**src/sllc_fifo.sv**
```systemverilog
/*
  sllc_fifo: holds no logic; the valid/ready queue is defined in sllc_top.sv
  so that one file carries the whole block.
  assumes sllc_top.sv is always compiled together with the package.
*/

```
**src/sllc_pkg.sv**
```systemverilog
/*
  sllc_pkg: constants for the status lamp and local loop control block.
  assumes a 10 MHz system clock; all timing derived from it.
*/
package sllc_pkg;
  localparam int unsigned CLK_HZ          = 10_000_000;
  localparam int unsigned PERIOD_MS       = 1000;
  localparam int unsigned HALF_MS         = 500;
  localparam int unsigned FLASH_MS        = 125;
  localparam int unsigned SEC_CYCLES      = (CLK_HZ / 1000) * PERIOD_MS;
  localparam int unsigned HALF_CYCLES     = (CLK_HZ / 1000) * HALF_MS;
  localparam int unsigned FLASH_CYCLES    = (CLK_HZ / 1000) * FLASH_MS;
  localparam int unsigned CLOSS_ZEROS     = 255;
  localparam int unsigned FIFO_DEPTH      = 4;
  localparam int unsigned TB_W            = 24;

  localparam logic [7:0] ADDR_CTRL   = 8'h00;
  localparam logic [7:0] ADDR_STATUS = 8'h04;

  localparam int unsigned CTRL_LOCAL_LOOP  = 0;
  localparam int unsigned CTRL_UNFRAMED    = 1;
  localparam int unsigned CTRL_ERR_INSERT  = 2;
  localparam int unsigned CTRL_PAT_SEND    = 3;
  localparam int unsigned CTRL_REMOTE_LOOP = 4;
  localparam int unsigned CTRL_LOOP_REQ    = 5;
  localparam logic [7:0]  CTRL_RESET       = 8'h00;
endpackage

```
**src/sllc_top.sv**
```systemverilog
/*
  sllc_top: front-panel lamp drive and local loopback for a serial-to-E1
  converter.
  assumes line state inputs come from the framer on the same clock, the
  DTE leads and data arrive from pins and are synchronised here.
*/
// Decided for this implementation: the register addresses and the strobed register port.
`timescale 1ns/1ps
// Function
// transmit lamp on for one, off zero
// transmit lamp only in active timeslots
// receive lamp on for one, off zero
// receive lamp forced off inactive timeslots
// sync lamp on loss of sync
// unframed: sync lamp shows transmit clock
// alarm lamp blinks every half second
// fault lamp on line or pattern errors
// fault lamp lit while pattern mismatches
// error insertion alone blinks fault once/second
// local loop: test lamp brief on flashes
// remote loop: test lamp brief off flashes
// test lamp steady on pattern or loop request
// local loop echoes DTE data unchanged
// local loop from control bit or lead
// carrier loss after 255 zeros, pulse clears
// brief flash is one eighth second
module sllc_top #(
  parameter int unsigned SEC_CYC   = sllc_pkg::SEC_CYCLES,
  parameter int unsigned HALF_CYC  = sllc_pkg::HALF_CYCLES,
  parameter int unsigned FLASH_CYC = sllc_pkg::FLASH_CYCLES
) (
  input  wire logic       clock_i,
  input  wire logic       reset_n_i,
  input  wire logic       enable_i,
  input  wire logic [7:0] reg_addr_i,
  input  wire logic [7:0] reg_wdata_i,
  input  wire logic       reg_write_i,
  input  wire logic       reg_read_i,
  output logic      [7:0] reg_rdata_o,
  input  wire logic       line_tx_bit_i,
  input  wire logic       line_rx_bit_i,
  input  wire logic       bit_strobe_i,
  input  wire logic       slot_active_i,
  input  wire logic       sync_lost_i,
  input  wire logic       tx_clock_ok_i,
  input  wire logic       ais_i,
  input  wire logic       rai_i,
  input  wire logic       oof_i,
  input  wire logic       frame_err_i,
  input  wire logic       excess_zero_i,
  input  wire logic       slip_i,
  input  wire logic       severe_err_i,
  input  wire logic       pattern_err_i,
  input  wire logic       dte_local_loop_i,
  input  wire logic       dte_data_i,
  input  wire logic       dte_bit_strobe_i,
  input  wire logic       net_tx_ready_i,
  output logic            dte_rx_data_o,
  output logic            dte_rx_strobe_o,
  output logic            net_tx_data_o,
  output logic            net_tx_valid_o,
  output logic            tx_data_lamp_o,
  output logic            rx_data_lamp_o,
  output logic            sync_fail_lamp_o,
  output logic            alarm_lamp_o,
  output logic            fault_lamp_o,
  output logic            test_mode_lamp_o,
  output logic            power_lamp_o,
  output logic            carrier_loss_flag_o
);
  typedef struct packed {
    logic [7:0]  ctrl;
    logic [7:0]  rdata;
    logic [2:0]  ll_sync;
    logic        ll_lead;
    logic [2:0]  dd_sync;
    logic [2:0]  ds_sync;
    logic        ds_prev;
    logic [sllc_pkg::TB_W-1:0] tb;
    logic [7:0]  zero_cnt;
    logic        closs;
    logic        txl;
    logic        rxl;
    logic        syl;
    logic        all;
    logic        fll;
    logic        tml;
    logic        power_lamp;
    logic        echo_d;
    logic        echo_s;
  } sllc_st_s;

  sllc_st_s st_r;
  sllc_st_s st_nxt;

  logic fifo_in_ready;
  logic fifo_out_valid;
  logic fifo_out_data;
  logic dte_take;
  logic local_loop;
  logic flash;
  logic sec_wrap;
  logic alarm_cond;
  logic fault_cond;

  assign local_loop = st_r.ctrl[sllc_pkg::CTRL_LOCAL_LOOP] || st_r.ll_lead;
  assign flash      = (st_r.tb < sllc_pkg::TB_W'(FLASH_CYC));
  assign sec_wrap   = (st_r.tb == sllc_pkg::TB_W'(SEC_CYC - 1));
  assign alarm_cond = ais_i || rai_i || oof_i || sync_lost_i;
  assign fault_cond = frame_err_i || excess_zero_i || slip_i || severe_err_i
                    || (st_r.ctrl[sllc_pkg::CTRL_PAT_SEND] && pattern_err_i);
  // sampled DTE bit, taken on the agreed strobe edge
  assign dte_take   = (st_r.ds_sync[1] == st_r.ds_sync[2]) && st_r.ds_sync[2]
                    && !st_r.ds_prev;

  // dte bits queue here on the way to the line; drain stalls on net_tx_ready_i
  sllc_fifo #(
    .WIDTH (1),
    .DEPTH (sllc_pkg::FIFO_DEPTH)
  ) u_fifo (
    .clock_i     (clock_i),
    .reset_n_i   (reset_n_i),
    .enable_i    (enable_i),
    .in_valid_i  (dte_take && !local_loop),
    .in_ready_o  (fifo_in_ready),
    .in_data_i   (st_r.dd_sync[2]),
    .out_valid_o (fifo_out_valid),
    .out_ready_i (net_tx_ready_i),
    .out_data_o  (fifo_out_data)
  );

  always_comb begin
    st_nxt = st_r;
    st_nxt.power_lamp = 1'b1;
    st_nxt.ll_sync = {st_r.ll_sync[1:0], dte_local_loop_i};
    if (st_r.ll_sync[1] == st_r.ll_sync[2]) begin
      st_nxt.ll_lead = st_r.ll_sync[2];
    end
    st_nxt.dd_sync = {st_r.dd_sync[1:0], dte_data_i};
    st_nxt.ds_sync = {st_r.ds_sync[1:0], dte_bit_strobe_i};
    if (st_r.ds_sync[1] == st_r.ds_sync[2]) begin
      st_nxt.ds_prev = st_r.ds_sync[2];
    end
    // register port
    st_nxt.rdata = 8'h00;
    if (reg_write_i) begin
      if (reg_addr_i == sllc_pkg::ADDR_CTRL) begin
        st_nxt.ctrl = reg_wdata_i;
      end
    end
    if (reg_read_i) begin
      if (reg_addr_i == sllc_pkg::ADDR_CTRL) begin
        st_nxt.rdata = st_r.ctrl;
      end else if (reg_addr_i == sllc_pkg::ADDR_STATUS) begin
        st_nxt.rdata = {1'b0, fifo_in_ready, local_loop, st_r.closs,
                        st_r.fll, st_r.all, st_r.syl, st_r.tml};
      end
    end
    // timebase, one second period
    st_nxt.tb = sec_wrap ? '0 : st_r.tb + 1'b1;
    // data lamps follow each line bit inside active slots only
    if (bit_strobe_i) begin
      st_nxt.txl = slot_active_i && line_tx_bit_i;
      st_nxt.rxl = slot_active_i && line_rx_bit_i;
      if (line_rx_bit_i) begin
        st_nxt.zero_cnt = 8'h00;
        st_nxt.closs    = 1'b0;
      end else if (st_r.zero_cnt != 8'(sllc_pkg::CLOSS_ZEROS)) begin
        st_nxt.zero_cnt = st_r.zero_cnt + 1'b1;
      end
      if (!line_rx_bit_i && st_r.zero_cnt == 8'(sllc_pkg::CLOSS_ZEROS - 1)) begin
        st_nxt.closs = 1'b1;
      end
    end
    if (st_r.ctrl[sllc_pkg::CTRL_UNFRAMED]) begin
      st_nxt.syl = !tx_clock_ok_i;
    end else begin
      st_nxt.syl = sync_lost_i;
    end
    st_nxt.all = alarm_cond && flash;
    if (alarm_cond && (st_r.tb >= sllc_pkg::TB_W'(HALF_CYC))
        && (st_r.tb < sllc_pkg::TB_W'(HALF_CYC + FLASH_CYC))) begin
      st_nxt.all = 1'b1;
    end
    if (fault_cond) begin
      st_nxt.fll = 1'b1;
    end else if (st_r.ctrl[sllc_pkg::CTRL_ERR_INSERT]) begin
      st_nxt.fll = flash;
    end else begin
      st_nxt.fll = 1'b0;
    end
    // steady beats remote, remote beats local
    if (st_r.ctrl[sllc_pkg::CTRL_PAT_SEND] || st_r.ctrl[sllc_pkg::CTRL_LOOP_REQ]) begin
      st_nxt.tml = 1'b1;
    end else if (st_r.ctrl[sllc_pkg::CTRL_REMOTE_LOOP]) begin
      st_nxt.tml = !flash;
    end else if (local_loop) begin
      st_nxt.tml = flash;
    end else begin
      st_nxt.tml = 1'b0;
    end
    // echo path: loopback returns the bit unchanged with its strobe
    st_nxt.echo_s = dte_take && local_loop;
    if (dte_take && local_loop) begin
      st_nxt.echo_d = st_r.dd_sync[2];
    end
  end

  always_ff @(posedge clock_i or negedge reset_n_i) begin
    if (!reset_n_i) begin
      st_r <= '0;
    end else if (enable_i) begin
      st_r <= st_nxt;
    end
  end

  assign reg_rdata_o         = st_r.rdata;
  assign dte_rx_data_o       = st_r.echo_d;
  assign dte_rx_strobe_o     = st_r.echo_s;
  assign net_tx_data_o       = fifo_out_data;
  assign net_tx_valid_o      = fifo_out_valid;
  assign tx_data_lamp_o      = st_r.txl;
  assign rx_data_lamp_o      = st_r.rxl;
  assign sync_fail_lamp_o    = st_r.syl;
  assign alarm_lamp_o        = st_r.all;
  assign fault_lamp_o        = st_r.fll;
  assign test_mode_lamp_o    = st_r.tml;
  assign power_lamp_o        = st_r.power_lamp;
  assign carrier_loss_flag_o = st_r.closs;

  AST_TX_LAMP: assert property (@(posedge clock_i) disable iff (!reset_n_i)
    enable_i && bit_strobe_i && !slot_active_i |=> !tx_data_lamp_o)
    else $error("tx lamp lit outside active slot");
  AST_TX_ONE: assert property (@(posedge clock_i) disable iff (!reset_n_i)
    enable_i && bit_strobe_i && slot_active_i |=> tx_data_lamp_o == $past(line_tx_bit_i))
    else $error("tx lamp does not follow bit");
  AST_RX_LAMP: assert property (@(posedge clock_i) disable iff (!reset_n_i)
    enable_i && bit_strobe_i |=> rx_data_lamp_o == $past(line_rx_bit_i && slot_active_i))
    else $error("rx lamp does not follow bit");
  AST_SYNC: assert property (@(posedge clock_i) disable iff (!reset_n_i)
    enable_i && !st_r.ctrl[sllc_pkg::CTRL_UNFRAMED] |=> sync_fail_lamp_o == $past(sync_lost_i))
    else $error("sync lamp wrong");
  AST_UNFRAMED: assert property (@(posedge clock_i) disable iff (!reset_n_i)
    enable_i && st_r.ctrl[sllc_pkg::CTRL_UNFRAMED] |=> sync_fail_lamp_o == !$past(tx_clock_ok_i))
    else $error("unframed sync lamp wrong");
  AST_ALARM_OFF: assert property (@(posedge clock_i) disable iff (!reset_n_i)
    enable_i && !alarm_cond |=> !alarm_lamp_o)
    else $error("alarm lamp lit without alarm");
  AST_FAULT: assert property (@(posedge clock_i) disable iff (!reset_n_i)
    enable_i && fault_cond |=> fault_lamp_o)
    else $error("fault lamp off during fault");
  AST_TEST_STEADY: assert property (@(posedge clock_i) disable iff (!reset_n_i)
    enable_i && st_r.ctrl[sllc_pkg::CTRL_PAT_SEND] |=> test_mode_lamp_o)
    else $error("test lamp not steady");
  AST_CLOSS: assert property (@(posedge clock_i) disable iff (!reset_n_i)
    enable_i && bit_strobe_i && line_rx_bit_i |=> !carrier_loss_flag_o)
    else $error("carrier loss not cleared by pulse");
  AST_ECHO: assert property (@(posedge clock_i) disable iff (!reset_n_i)
    enable_i && dte_take && local_loop |=> dte_rx_strobe_o && dte_rx_data_o == $past(st_r.dd_sync[2]))
    else $error("loopback echo wrong");
  AST_TX_ZERO: assert property (@(posedge clock_i) disable iff (!reset_n_i)
    enable_i && bit_strobe_i && !line_tx_bit_i |=> !tx_data_lamp_o)
    else $error("tx lamp lit for a zero");
  AST_RX_OFF: assert property (@(posedge clock_i) disable iff (!reset_n_i)
    enable_i && bit_strobe_i && !slot_active_i |=> !rx_data_lamp_o)
    else $error("rx lamp lit outside active slot");
  AST_ALARM_START: assert property (@(posedge clock_i) disable iff (!reset_n_i)
    enable_i && alarm_cond && flash |=> alarm_lamp_o)
    else $error("alarm lamp missed first flash");
  AST_ALARM_HALF: assert property (@(posedge clock_i) disable iff (!reset_n_i)
    enable_i && alarm_cond && st_r.tb == sllc_pkg::TB_W'(HALF_CYC) |=> alarm_lamp_o)
    else $error("alarm lamp missed half second flash");
  AST_ALARM_GAP: assert property (@(posedge clock_i) disable iff (!reset_n_i)
    enable_i && !flash && st_r.tb < sllc_pkg::TB_W'(HALF_CYC) |=> !alarm_lamp_o)
    else $error("alarm lamp lit between flashes");
  AST_FAULT_CLEAR: assert property (@(posedge clock_i) disable iff (!reset_n_i)
    enable_i && !fault_cond && !st_r.ctrl[sllc_pkg::CTRL_ERR_INSERT] |=> !fault_lamp_o)
    else $error("fault lamp lit without fault");
  AST_ERR_BLINK: assert property (@(posedge clock_i) disable iff (!reset_n_i)
    enable_i && !fault_cond && st_r.ctrl[sllc_pkg::CTRL_ERR_INSERT]
    |=> fault_lamp_o == $past(flash))
    else $error("error insertion blink wrong");
  AST_LOCAL_FLASH: assert property (@(posedge clock_i) disable iff (!reset_n_i)
    enable_i && local_loop && !st_r.ctrl[sllc_pkg::CTRL_REMOTE_LOOP]
    && !st_r.ctrl[sllc_pkg::CTRL_PAT_SEND] && !st_r.ctrl[sllc_pkg::CTRL_LOOP_REQ]
    |=> test_mode_lamp_o == $past(flash))
    else $error("local loop test lamp wrong");
  AST_REMOTE_FLASH: assert property (@(posedge clock_i) disable iff (!reset_n_i)
    enable_i && st_r.ctrl[sllc_pkg::CTRL_REMOTE_LOOP]
    && !st_r.ctrl[sllc_pkg::CTRL_PAT_SEND] && !st_r.ctrl[sllc_pkg::CTRL_LOOP_REQ]
    |=> test_mode_lamp_o == !$past(flash))
    else $error("remote loop test lamp wrong");
  AST_LOOP_REQ: assert property (@(posedge clock_i) disable iff (!reset_n_i)
    enable_i && st_r.ctrl[sllc_pkg::CTRL_LOOP_REQ] |=> test_mode_lamp_o)
    else $error("test lamp not steady on loop request");
  AST_ECHO_ONE: assert property (@(posedge clock_i) disable iff (!reset_n_i)
    enable_i && !(dte_take && local_loop) |=> !dte_rx_strobe_o)
    else $error("echo strobe without a looped bit");
  AST_NO_LINE: assert property (@(posedge clock_i) disable iff (!reset_n_i)
    enable_i && local_loop && !fifo_out_valid |=> !net_tx_valid_o)
    else $error("looped data reached the line");
  AST_LEAD_LOOP: assert property (@(posedge clock_i) disable iff (!reset_n_i)
    enable_i && st_r.ll_lead && dte_take |=> dte_rx_strobe_o)
    else $error("local loop lead ignored");
  AST_CLOSS_SET: assert property (@(posedge clock_i) disable iff (!reset_n_i)
    enable_i && bit_strobe_i && !line_rx_bit_i
    && st_r.zero_cnt == 8'(sllc_pkg::CLOSS_ZEROS - 1) |=> carrier_loss_flag_o)
    else $error("carrier loss not raised");
  AST_CLOSS_EARLY: assert property (@(posedge clock_i) disable iff (!reset_n_i)
    enable_i && !carrier_loss_flag_o && st_r.zero_cnt < 8'(sllc_pkg::CLOSS_ZEROS - 1)
    |=> !carrier_loss_flag_o)
    else $error("carrier loss raised early");
  AST_FREEZE: assert property (@(posedge clock_i) disable iff (!reset_n_i)
    !enable_i |=> $stable(alarm_lamp_o) && $stable(sync_fail_lamp_o) && $stable(st_r))
    else $error("state moved while disabled");
  AST_POWER: assert property (@(posedge clock_i) disable iff (!reset_n_i)
    enable_i |=> power_lamp_o)
    else $error("power lamp off while running");
  AST_RDATA_IDLE: assert property (@(posedge clock_i) disable iff (!reset_n_i)
    enable_i && !reg_read_i |=> reg_rdata_o == 8'h00)
    else $error("read data outside read cycle");
endmodule

// small valid/ready queue; the head is registered so line outputs leave flops
module sllc_fifo #(
  parameter int unsigned WIDTH = 1,
  parameter int unsigned DEPTH = 4
) (
  input  wire logic             clock_i,
  input  wire logic             reset_n_i,
  input  wire logic             enable_i,
  input  wire logic             in_valid_i,
  output logic                  in_ready_o,
  input  wire logic [WIDTH-1:0] in_data_i,
  output logic                  out_valid_o,
  input  wire logic             out_ready_i,
  output logic      [WIDTH-1:0] out_data_o
);
  localparam int unsigned AW = $clog2(DEPTH);
  typedef struct packed {
    logic [DEPTH-1:0][WIDTH-1:0] mem;
    logic [AW-1:0]               wp;
    logic [AW-1:0]               rp;
    logic [AW:0]                 cnt;
    logic                        ov;
    logic [WIDTH-1:0]            od;
  } sllc_fifo_s;
  sllc_fifo_s st_r;
  sllc_fifo_s st_nxt;
  logic push;
  logic pop;

  assign in_ready_o  = (st_r.cnt != (AW+1)'(DEPTH));
  assign out_valid_o = st_r.ov;
  assign out_data_o  = st_r.od;
  assign push        = in_valid_i && in_ready_o;
  assign pop         = out_valid_o && out_ready_i;

  always_comb begin
    st_nxt = st_r;
    if (push) begin
      st_nxt.mem[st_r.wp] = in_data_i;
      st_nxt.wp = (st_r.wp == AW'(DEPTH-1)) ? '0 : st_r.wp + 1'b1;
    end
    if (pop) begin
      st_nxt.rp = (st_r.rp == AW'(DEPTH-1)) ? '0 : st_r.rp + 1'b1;
    end
    if (push && !pop) begin
      st_nxt.cnt = st_r.cnt + 1'b1;
    end else if (pop && !push) begin
      st_nxt.cnt = st_r.cnt - 1'b1;
    end
    // head copies kept in flops; they always match cnt and mem[rp]
    st_nxt.ov = (st_nxt.cnt != '0);
    st_nxt.od = st_nxt.mem[st_nxt.rp];
  end

  always_ff @(posedge clock_i or negedge reset_n_i) begin
    if (!reset_n_i) begin
      st_r <= '0;
    end else if (enable_i) begin
      st_r <= st_nxt;
    end
  end

  AST_FIFO_HOLD: assert property (@(posedge clock_i) disable iff (!reset_n_i)
    enable_i && out_valid_o && !out_ready_i |=> out_valid_o && $stable(out_data_o))
    else $error("fifo head changed while stalled");
endmodule

```
**config.mk**
```make
export PLATFORM = sky130hd
export DESIGN_NAME = sllc_top
export DESIGN_NICKNAME = d
export VERILOG_FILES = /design/src/sllc_fifo.sv /design/src/sllc_pkg.sv /design/src/sllc_top.sv
export SDC_FILE = /design/constraint.sdc
export NUM_CORES = 1
export LEC_CHECK = 0
export BUFFER_PORTS_ARGS = -buffer_cell sky130_fd_sc_hd__buf_2
export CORE_AREA = 2 2 115 117
export CTS_CLUSTER_SIZE = 8
export DETAILED_ROUTE_END_ITERATION = 8
export DIE_AREA = 0 0 117 119
export PLACE_DENSITY = 0.6
export SLEW_MARGIN = 20
export SYNTH_ARGS = -nofsm -noshare
export SYNTH_HDL_FRONTEND = slang
export SYNTH_SLANG_ARGS = --single-unit
```
**constraint.sdc**
```tcl
create_clock -name clock_i -period 2.4 [get_ports clock_i]
set_clock_uncertainty 0.15 [all_clocks]
set_input_delay 0.24 -clock clock_i [delete_from_list [all_inputs] [get_ports clock_i]]
set_output_delay 0.24 -clock clock_i [all_outputs]
set_load 0.01 [all_outputs]
```
Word-level counts from Yosys, hierarchy flattened

Cells that the tools add are included.

Add/subtract/negate cells: 6
Order comparisons: 6
Equality and inequality tests: 9
Mux-type cells: 26
Reduce and logical (&&, ||, !) cells: 44

Operator list:

| cell                                                   | count |
|---|---|
| 2-to-1 mux 8 bit                                       | 4 |
| adder 24 x 1 -> 24 bit (second input constant)         | 1 |
| == test 24 bit (second input constant)                 | 1 |
| >= comparator 24 x 23 -> 1 bit (second input constant) | 1 |
| < comparator 24 x 21 -> 1 bit (second input constant)  | 1 |
| < comparator 24 x 23 -> 1 bit (second input constant)  | 1 |
| 2-to-1 mux 24 bit                                      | 1 |
| logical AND 1 bit                                      | 16 |
| 2-to-1 mux 1 bit                                       | 11 |
| AND reduction 2 bit                                    | 5 |
| logical OR 1 bit                                       | 9 |
| AND reduction 3 bit                                    | 3 |
| adder 8 x 1 -> 8 bit (second input constant)           | 1 |
| == test 8 x 3 -> 1 bit (second input constant)         | 1 |
| == test 8 bit (second input constant)                  | 1 |
| zero test 8 bit                                        | 1 |
| != test 8 bit (second input constant)                  | 1 |
| zero test 1 bit                                        | 7 |
| 2-to-1 mux 7 bit                                       | 1 |
| < comparator 2 x 3 -> 1 bit (second input constant)    | 2 |
| 2-to-1 mux 2 bit                                       | 3 |
| 2-to-1 mux 3 bit                                       | 2 |
| 2-to-1 mux 6 bit                                       | 1 |
| adder 2 x 1 -> 2 bit (second input constant)           | 2 |
| other kinds (11)                                       | 14 |

Register bits after elaboration: 82
Word-level logic and storage cells: 119

Longest topological paths before layout

Gate-level depths: netlist (run 1).

Depth after elaboration: 10
Gate-level depth with buffers: 7
Gate-level depth less buffers: 7

Modules after synthesis

A second synthesis (run 1) with hierarchy kept.

Cells, all modules: 423
Area total of the unflattened synthesis: 4,334.2 um^2

By module, submodules not included:

| module    | instances | cells each | area an instance (um^2) | seq. area each (um^2) |
|---|---|---|---|---|
| sllc_top  | 1         | 341        | 3,495.9                 | 1,726.7 |
| sllc_fifo | 1         | 82         | 838.3                   | 325.3 |

Worst setup path before layout (run 1)

Ideal clock, no wire load.

Path type: register -> register
Start: register u_fifo.st_r[2] (netlist name)
End: register u_fifo.st_r (netlist bit u_fifo.out_valid_o)
Data arrival time: 1.555 ns
Data required time: 2.168 ns
Setup slack: 0.613 ns
Cell stages (with the launch flop): 8
Period minus slack after synthesis: 1.787 ns
Cell sequence: dfrtp_1 -> inv_1 -> ha_1 -> nand2_1 -> and3_1 -> mux2_2 -> a21o_1 -> a31oi_1

Longest elaborated chain between the ends: 7

Ends and longest elaborated chain:

| element                                                                           | RTL line        | source |
|---|---|---|
| from (decl)                                                                       | sllc_top.sv:348 | `sllc_fifo_s st_r;` |
| from (signal assigned)                                                            | sllc_top.sv:382 | `st_r <= st_nxt;` |
| parallel branches: the longest is 5 deep, another holds subtractor 3 x 1 -> 3 bit | -               |  |
| 2-to-1 mux 3 bit *                                                                | sllc_top.sv:368 | `if (push && !pop) begin` |
| nonzero test 3 bit *                                                              | sllc_top.sv:374 | `st_nxt.ov = (st_nxt.cnt != '0);` |

Every way passes the cells marked *.
A chain may end at the register's enable or synchronous reset.

Final worst setup path (run 1)

Start: register st_r[36] (netlist name)
End: register st_r[37] (netlist name)

Longest elaborated chain between the ends: 2

Ends and longest elaborated chain:

| element                                                  | RTL line                         | source |
|---|---|---|
| from (decl)                                              | sllc_top.sv:93                   | `sllc_st_s st_r;` |
| from (signal assigned)                                   | sllc_top.sv:213                  | `st_r <= st_nxt;` |
| adder 24 x 1 -> 24 bit or == test 24 bit (tied branches) | sllc_top.sv:160, sllc_top.sv:108 |  |
| 2-to-1 mux 24 bit *                                      | sllc_top.sv:160                  | `st_nxt.tb = sec_wrap ? '0 : st_r.tb + 1'b1;` |

Every way passes the cells marked *; elsewhere a longest branch is shown, timed or not.

==> results.ini, run 1 <==
[outcome]
status = complete, no violations

[clocking]
htree_num_levels = 3
cts_buffers = 9
numClockSinks = 82
cts_setup_buffers = 0
root_buffer = clkbuf_16
tritoncts = yes
clk-insertion-delay-late_ns = 0.34
cts_buffer_depth = 2
path_clk_slew_ns = 0.06

[sta]
worstMarginPinSlew_ns = 0.529
grt_setup_unrepaired = no
maxSlewViolCount = 0
min_period_ns = 2.09
max_freq_mhz = 477
relSlewSlack_pct = 64.7
timing.final.crit_share_pct = 87.3
hold_violations = 0
setup_tns_ns = 0
setup_violations = 0
fin_ws_ns = 0.306

[logic_synthesis]
async_flop_share_pct = 100
synthTopCellsByArea = dfrtp_1 47%, mux2_2 8.1%, ha_1 3.8%
ys_ff_latch = 82
ys_seq_area_share_pct = 47.4
synth_top_area_cell = dfrtp_1
netlist_area_mm2 = 0.00433
synth_edf_count = 0
syn_inst = 420
yosys_warnings = 0
syn-num-nets = 472
ys_types = 56
synth_top_area_share_pct = 47.4
syn_avg_cell_area_um2 = 10.3
ys.flop_type = dfrtp_1

[setup_path]
end_kind = flop
start_kind = flop
critPathMaxStageDelay_ns = 0.43
critPathSlowestCell = dfrtp_1
worstPathCellList = nor4b_1 -> nand4_1 -> nor4_2 -> and2_1 -> nor2_1
arrival_ns = 2.15
critical_path_class = flop to flop
worstPathMaxFanout = 10
crit_required_ns = 2.46

[floorplan]
core-area_mm2 = 0.0129
die_w_um = 117
fp.dieH_um = 119
die_area_mm2 = 0.0139
start_util_pct = 33.6
fp-row-count = 42
io_pins = 59

[final_layout]
final_common_cell = dfrtp_1
diodes = 0
drive_gt1_share_pct = 25.4
mostFrequentLayoutCells = 82 x dfrtp_1, 57 x buf_2, 35 x nand2_1, 35 x nor2_1, 31 x mux2_2
final_nets = 536
layoutNonFillerInstCount = 665
final_util_pct = 40.2
synthToLayoutAreaGrowth_pct = 19.6
final_area_mm2 = 0.00518

[run]
max_cap_viol_count = 0

[power]
power.density_mw_per_mm2 = 787
p_switching_mw = 1.22
comb_power_share_pct = 21.9
power_frac_clock_pct = 32.8
leakage_nw = 2.34
power_frac_seq_pct = 45.3
ir_drop_mv = 0.401
p_int_mw = 2.85
sw_frac_of_total_pct = 30.0

[detailed_routing]
vias = 3304
totalWireLength_mm = 9.61
drcViolationCount = 0
drt_pass1_iterations = 4
first_iter_violations = 205
antenna_left = 0
vias_per_cell = 4.97
avgRoutedWirePerCell_um = 14.4

[global_routing]
grt_max_degree = 42
grt_pass1_vias = 3370
antenna_found_initial = 0
grt_pass1_wl_mm = 16.5
overflow = 0
grtUsageTotal_pct = 15.1

[placed_design]
place_area_mm2 = 0.00476
place_ws_ns = 0.307
place.port_buffers = 58
dpl.cell_count = 636
finalWeightedCongestion = 0.842
dp_hpwl_mm = 6.92

[hold_path]
hold_path.class = input pin to flop

-- synth_stat cells, types with 9 or more instances --
| cell | instances |
|---|---|
| buf_4 | 11 |
| mux2_2 | 31 |
| nor3_1 | 9 |
| o22ai_1 | 9 |
| ha_1 | 13 |
| nand3_1 | 18 |
| inv_1 | 22 |
| xor2_1 | 10 |
| o21ai_0 | 17 |
| dfrtp_1 | 82 |
| nand4_1 | 12 |
| nor2_1 | 35 |
| nand2_1 | 35 |
| clkbuf_1 | 10 |
| xnor2_1 | 17 |
-- sequential cells by signal, summed over array words and instances (netlist names), 6 cells and up --
register and cells:
st_nxt 6, u_fifo.st_r 11, st_r 45, reg_rdata_o 8
-- what timing repair did --
action / CTS / global route
gates resized for setup: 0 / 0
hold buffers: 13 / 0
endpoints found under the hold margin: 51 / 0
-- cell type report --
type | count | area [um^2]
clock buffer | 13 | 270
clock inverter | 3 | 22.5
fill | 1258 | 7690
inverter | 22 | 82.6
multi-input combinational | 291 | 2060
sequential | 82 | 2050
tap | 176 | 220
timing repair buffer | 78 | 475
-- kinds of logic (layout without fill, tap and decap cells) --
logic type / after synthesis / count (layout) / synth area share [%]
xor gates and xnor gates: 27 / 27 / 5.46
DFF: 82 / 82 / 47.4
AOI/OAI and AO/OA: 73 / 73 / 11.4
muxes: 35 / 35 / 8.98
adders and majority gates: 13 / 13 / 3.76
buffers and inverters: 47 / 116 / 5.14
and+or+nand+nor: 143 / 143 / 17.9
-- path summary, 6_finish.rpt --
kind                                          startpoint                         end  slack [ns]  cells after the start
max in group asynchronous                      reset_n_i        st_r[63]$_DFFE_PN0P_        1.10                      3
worst max-delay path                st_r[36]$_DFFE_PN0P_        st_r[37]$_DFFE_PN0P_        0.31                      5
min in group asynchronous                      reset_n_i        st_r[35]$_DFFE_PN0P_        0.28                      2
worst min register to register  power_lamp_o$_DFFE_PN0P_    power_lamp_o$_DFFE_PN0P_        0.32                      1
worst min-delay path                          reg_read_i  reg_rdata_o[7]$_DFFE_PN0P_        0.02                      3
worst max register to register      st_r[36]$_DFFE_PN0P_        st_r[37]$_DFFE_PN0P_        0.31                      5
-- critical path, delay by kind of cell, from the launching register on --
family,cells,cell delay (ns)
DFF,1,0.43
and+or+nand+nor,5,1.38
-- through the flow --
step                      power, mW  hold WS, ns
final                          4.08       0.0191
after CTS                      4.14      0.00646
after detailed placement       2.76        0.116
after floorplan                2.46       -0.206
after global placement         2.70        0.107
after global routing           4.34       0.0322
-- power by group through the flow --
stage / sequential [mW] / combinational [mW] / clock (mW)
2_1_floorplan: 1.83 / 0.639 / 0
3_3_place_gp: 1.85 / 0.852 / 0
3_5_place_dp: 1.87 / 0.887 / 0
4_1_cts: 1.85 / 0.911 / 1.38
5_1_grt: 1.88 / 1.02 / 1.43
6_report: 1.85 / 0.891 / 1.34
-- metal layers --
metal	part of all wire (%)	global-route usage [%]	wire length, um	vias up
met1	45	20.0	4300	1589
met4	2.3	5.66	218	0
met2	49	23.8	4690	81
met5	0	0	0	-
met3	4.1	3.82	395	19
li1	-	-	-	1615
No activity file was read; power rests on OpenSTA's default activity.
==> inputs of run 2 (changes only) <==
--- a/config.mk
+++ b/config.mk
@@ -6,10 +6,10 @@
 export NUM_CORES = 1
 export LEC_CHECK = 0
 export BUFFER_PORTS_ARGS = -buffer_cell sky130_fd_sc_hd__buf_2
-export CORE_AREA = 2 2 115 117
+export CORE_AREA = 10 10 123 125
 export CTS_CLUSTER_SIZE = 8
 export DETAILED_ROUTE_END_ITERATION = 8
-export DIE_AREA = 0 0 117 119
+export DIE_AREA = 0 0 133 135
 export PLACE_DENSITY = 0.6
 export SLEW_MARGIN = 20
 export SYNTH_ARGS = -nofsm -noshare
==> run 2 against run 1 <==
  * Maximum frequency down 0.52%
  * Sequential share of layout area shrank 0.12 points
  * Critical path depth is the same
  * Power up 1.6%
  * Core utilization is 1.1 points higher
  * Cell area rose by 0.31%
  * Die area is 29% higher
  * Clock power up 4%
  * Critical endpoint is now st_r[21]$_DFFE_PN0P_
==> results.ini, run 2 (synthesized netlist as in run 1, its figures left out) <==
[sta]
worstMarginPinSlew_ns = 0.473  ; was 0.529 ns
setup_violations = 0  ; unchanged
timing.final.crit_share_pct = 87.7  ; was 87.3%
min_period_ns = 2.11  ; was 2.09 ns
max_freq_mhz = 475  ; was 477 MHz
maxSlewViolCount = 0  ; unchanged
grt_setup_unrepaired = no  ; unchanged
setup_tns_ns = 0  ; unchanged
worst_hold_slack_ns = 0.00454  ; was 0.0191 ns
hold_violations = 0  ; unchanged
relSlewSlack_pct = 68.5  ; was 64.7%

[clocking]
cts_buffers = 9  ; unchanged
cts_buffer_depth = 2  ; unchanged
htree_num_levels = 3  ; unchanged
root_buffer = clkbuf_16  ; unchanged
clk-insertion-delay-late_ns = 0.34  ; about the same
cts-resized-gates = 0  ; unchanged
numClockSinks = 82  ; unchanged
path_clk_slew_ns = 0.06  ; about the same
tritoncts = yes  ; unchanged

[placed_design]
place_area_mm2 = 0.00476  ; about the same
dp_hpwl_mm = 7.10  ; was 6.92 mm
place.port_buffers = 58  ; unchanged
finalWeightedCongestion = 0.851  ; was 0.842

[setup_path]
crit_required_ns = 2.46  ; about the same
start_kind = flop  ; unchanged
critical_path_class = flop to flop  ; unchanged
end_kind = flop  ; unchanged
r2r_setup_slack_ns = 0.29  ; was 0.31 ns
arrival_ns = 2.17  ; was 2.15 ns
worstPathMaxFanout = 10  ; unchanged

[final_layout]
final_nets = 534  ; was 536
synthToLayoutAreaGrowth_pct = 20.0  ; was 19.6%
drive_gt1_share_pct = 25.1  ; was 25.4%
final_area_mm2 = 0.00520  ; was 0.00518 mm^2
mostFrequentLayoutCells = 82 x dfrtp_1, 57 x buf_2, 35 x nand2_1, 35 x nor2_1, 31 x mux2_2  ; unchanged
final_common_cell = dfrtp_1  ; unchanged
regMostFlops = st_r  ; unchanged
final_util_pct = 41.3  ; was 40.2%
diodes = 0  ; unchanged
largest_reg_flops = 45  ; unchanged

[floorplan]
die_area_mm2 = 0.0180  ; was 0.0139 mm^2
die_w_um = 133  ; was 117 um
core-area_mm2 = 0.0126  ; was 0.0129 mm^2
io_pins = 59  ; unchanged
start_util_pct = 34.5  ; was 33.6%
fp-row-count = 41  ; was 42
fp.dieH_um = 135  ; was 119 um

[detailed_routing]
drt_pass1_iterations = 4  ; unchanged
drcViolationCount = 0  ; unchanged
avgRoutedWirePerCell_um = 14.9  ; was 14.4 um
antenna_left = 0  ; unchanged
first_iter_violations = 156  ; was 205
vias = 3271  ; was 3304
vias_per_cell = 4.97  ; about the same
totalWireLength_mm = 9.78  ; was 9.61 mm

[global_routing]
antenna_found_initial = 0  ; unchanged
grt_pass1_vias = 3329  ; was 3370
grt_pass1_wl_mm = 16.3  ; was 16.5 mm
grt_max_degree = 49  ; was 42
grtUsageTotal_pct = 11.2  ; was 15.1%
overflow = 0  ; unchanged

[run]
max_cap_viol_count = 0  ; unchanged

[power]
leakage_nw = 2.34  ; about the same
power_mw = 4.14  ; was 4.08 mW
power.density_mw_per_mm2 = 797  ; was 787 mW/mm^2
ir_drop_mv = 0.573  ; was 0.401 mV

[hold_path]
hold_path.class = input pin to flop  ; unchanged

[outcome]
status = complete, no violations  ; unchanged

[run 2: cell types whose count changed in the layout (fill, tap and decap cells not counted), sizes merged]
cell and delta:
buf -2, clkbuf -2, bufinv +1, clkinv -1, clkinvlp +1
[run 2: layer usage]
metal	up-vias	global-route usage, %	part of all wire [%]
li1	1613	-	-
met1	1597	12.9	44
met2	51	19.1	50
met3	10	3.45	4.4
met4	0	4.16	1.3
met5	-	0	0
[run 2: path summary, 6_finish.rpt]
| kind | end | cells past startpoint | startpoint |
|---|---|---|---|
| setup / recovery | st_r[21]$_DFFE_PN0P_ | 5 | st_r[31]$_DFFE_PN0P_ |
| hold / removal | rx_data_lamp_o$_DFFE_PN0P_ | 3 | slot_active_i |
| setup reg to reg | st_r[21]$_DFFE_PN0P_ | 5 | st_r[31]$_DFFE_PN0P_ |
| hold reg to reg | power_lamp_o$_DFFE_PN0P_ | 1 | power_lamp_o$_DFFE_PN0P_ |
| max in group asynchronous | u_fifo.st_r[7]$_DFFE_PN0P_ | 3 | reset_n_i |
| min in group asynchronous | reg_rdata_o[2]$_DFFE_PN0P_ | 2 | reset_n_i |
[run 2: timing repair]
| item | CTS | global route |
|---|---|---|
| endpoints found under the hold margin | 35 | 0 |
| hold buffers | 13 | 0 |
| buffers inserted | 0 | 0 |
[run 2: area by class of cell]
| cell class | count | area (um^2) |
|---|---|---|
| clock inverter | 4 | 51.3 |
| multi-input combinational | 291 | 2060 |
| fill | 1205 | 7370 |
| clock buffer | 11 | 253 |
| inverter | 22 | 82.6 |
| timing repair buffer | 76 | 485 |
| sequential | 82 | 2050 |
| tap | 172 | 215 |
[run 2: worst max-delay path, cell delays in order, from the launching register on]
cell     delay (ns)
dfrtp_1        0.46
nor4b_1        0.33
nand4_1        0.16
nor4_2         0.34
and2_1         0.44
nor2_1         0.10
[run 2: power breakdown]
part / internal (mW) / total [mW] / leakage (nW) / switching, mW
sequential: 1.61 / 1.84 / 1.05 / 0.229
combinational: 0.462 / 0.899 / 1.15 / 0.437
clock: 0.856 / 1.40 / 0.148 / 0.546
total: 2.93 / 4.14 / 2.34 / 1.21
[run 2: through the flow]
stage,worst slack (ns),cells
2_1_floorplan,0.613,420
3_3_place_gp,0.352,630
3_5_place_dp,0.298,630
4_1_cts,0.264,658
5_1_grt,0.151,658
6_report,0.295,658
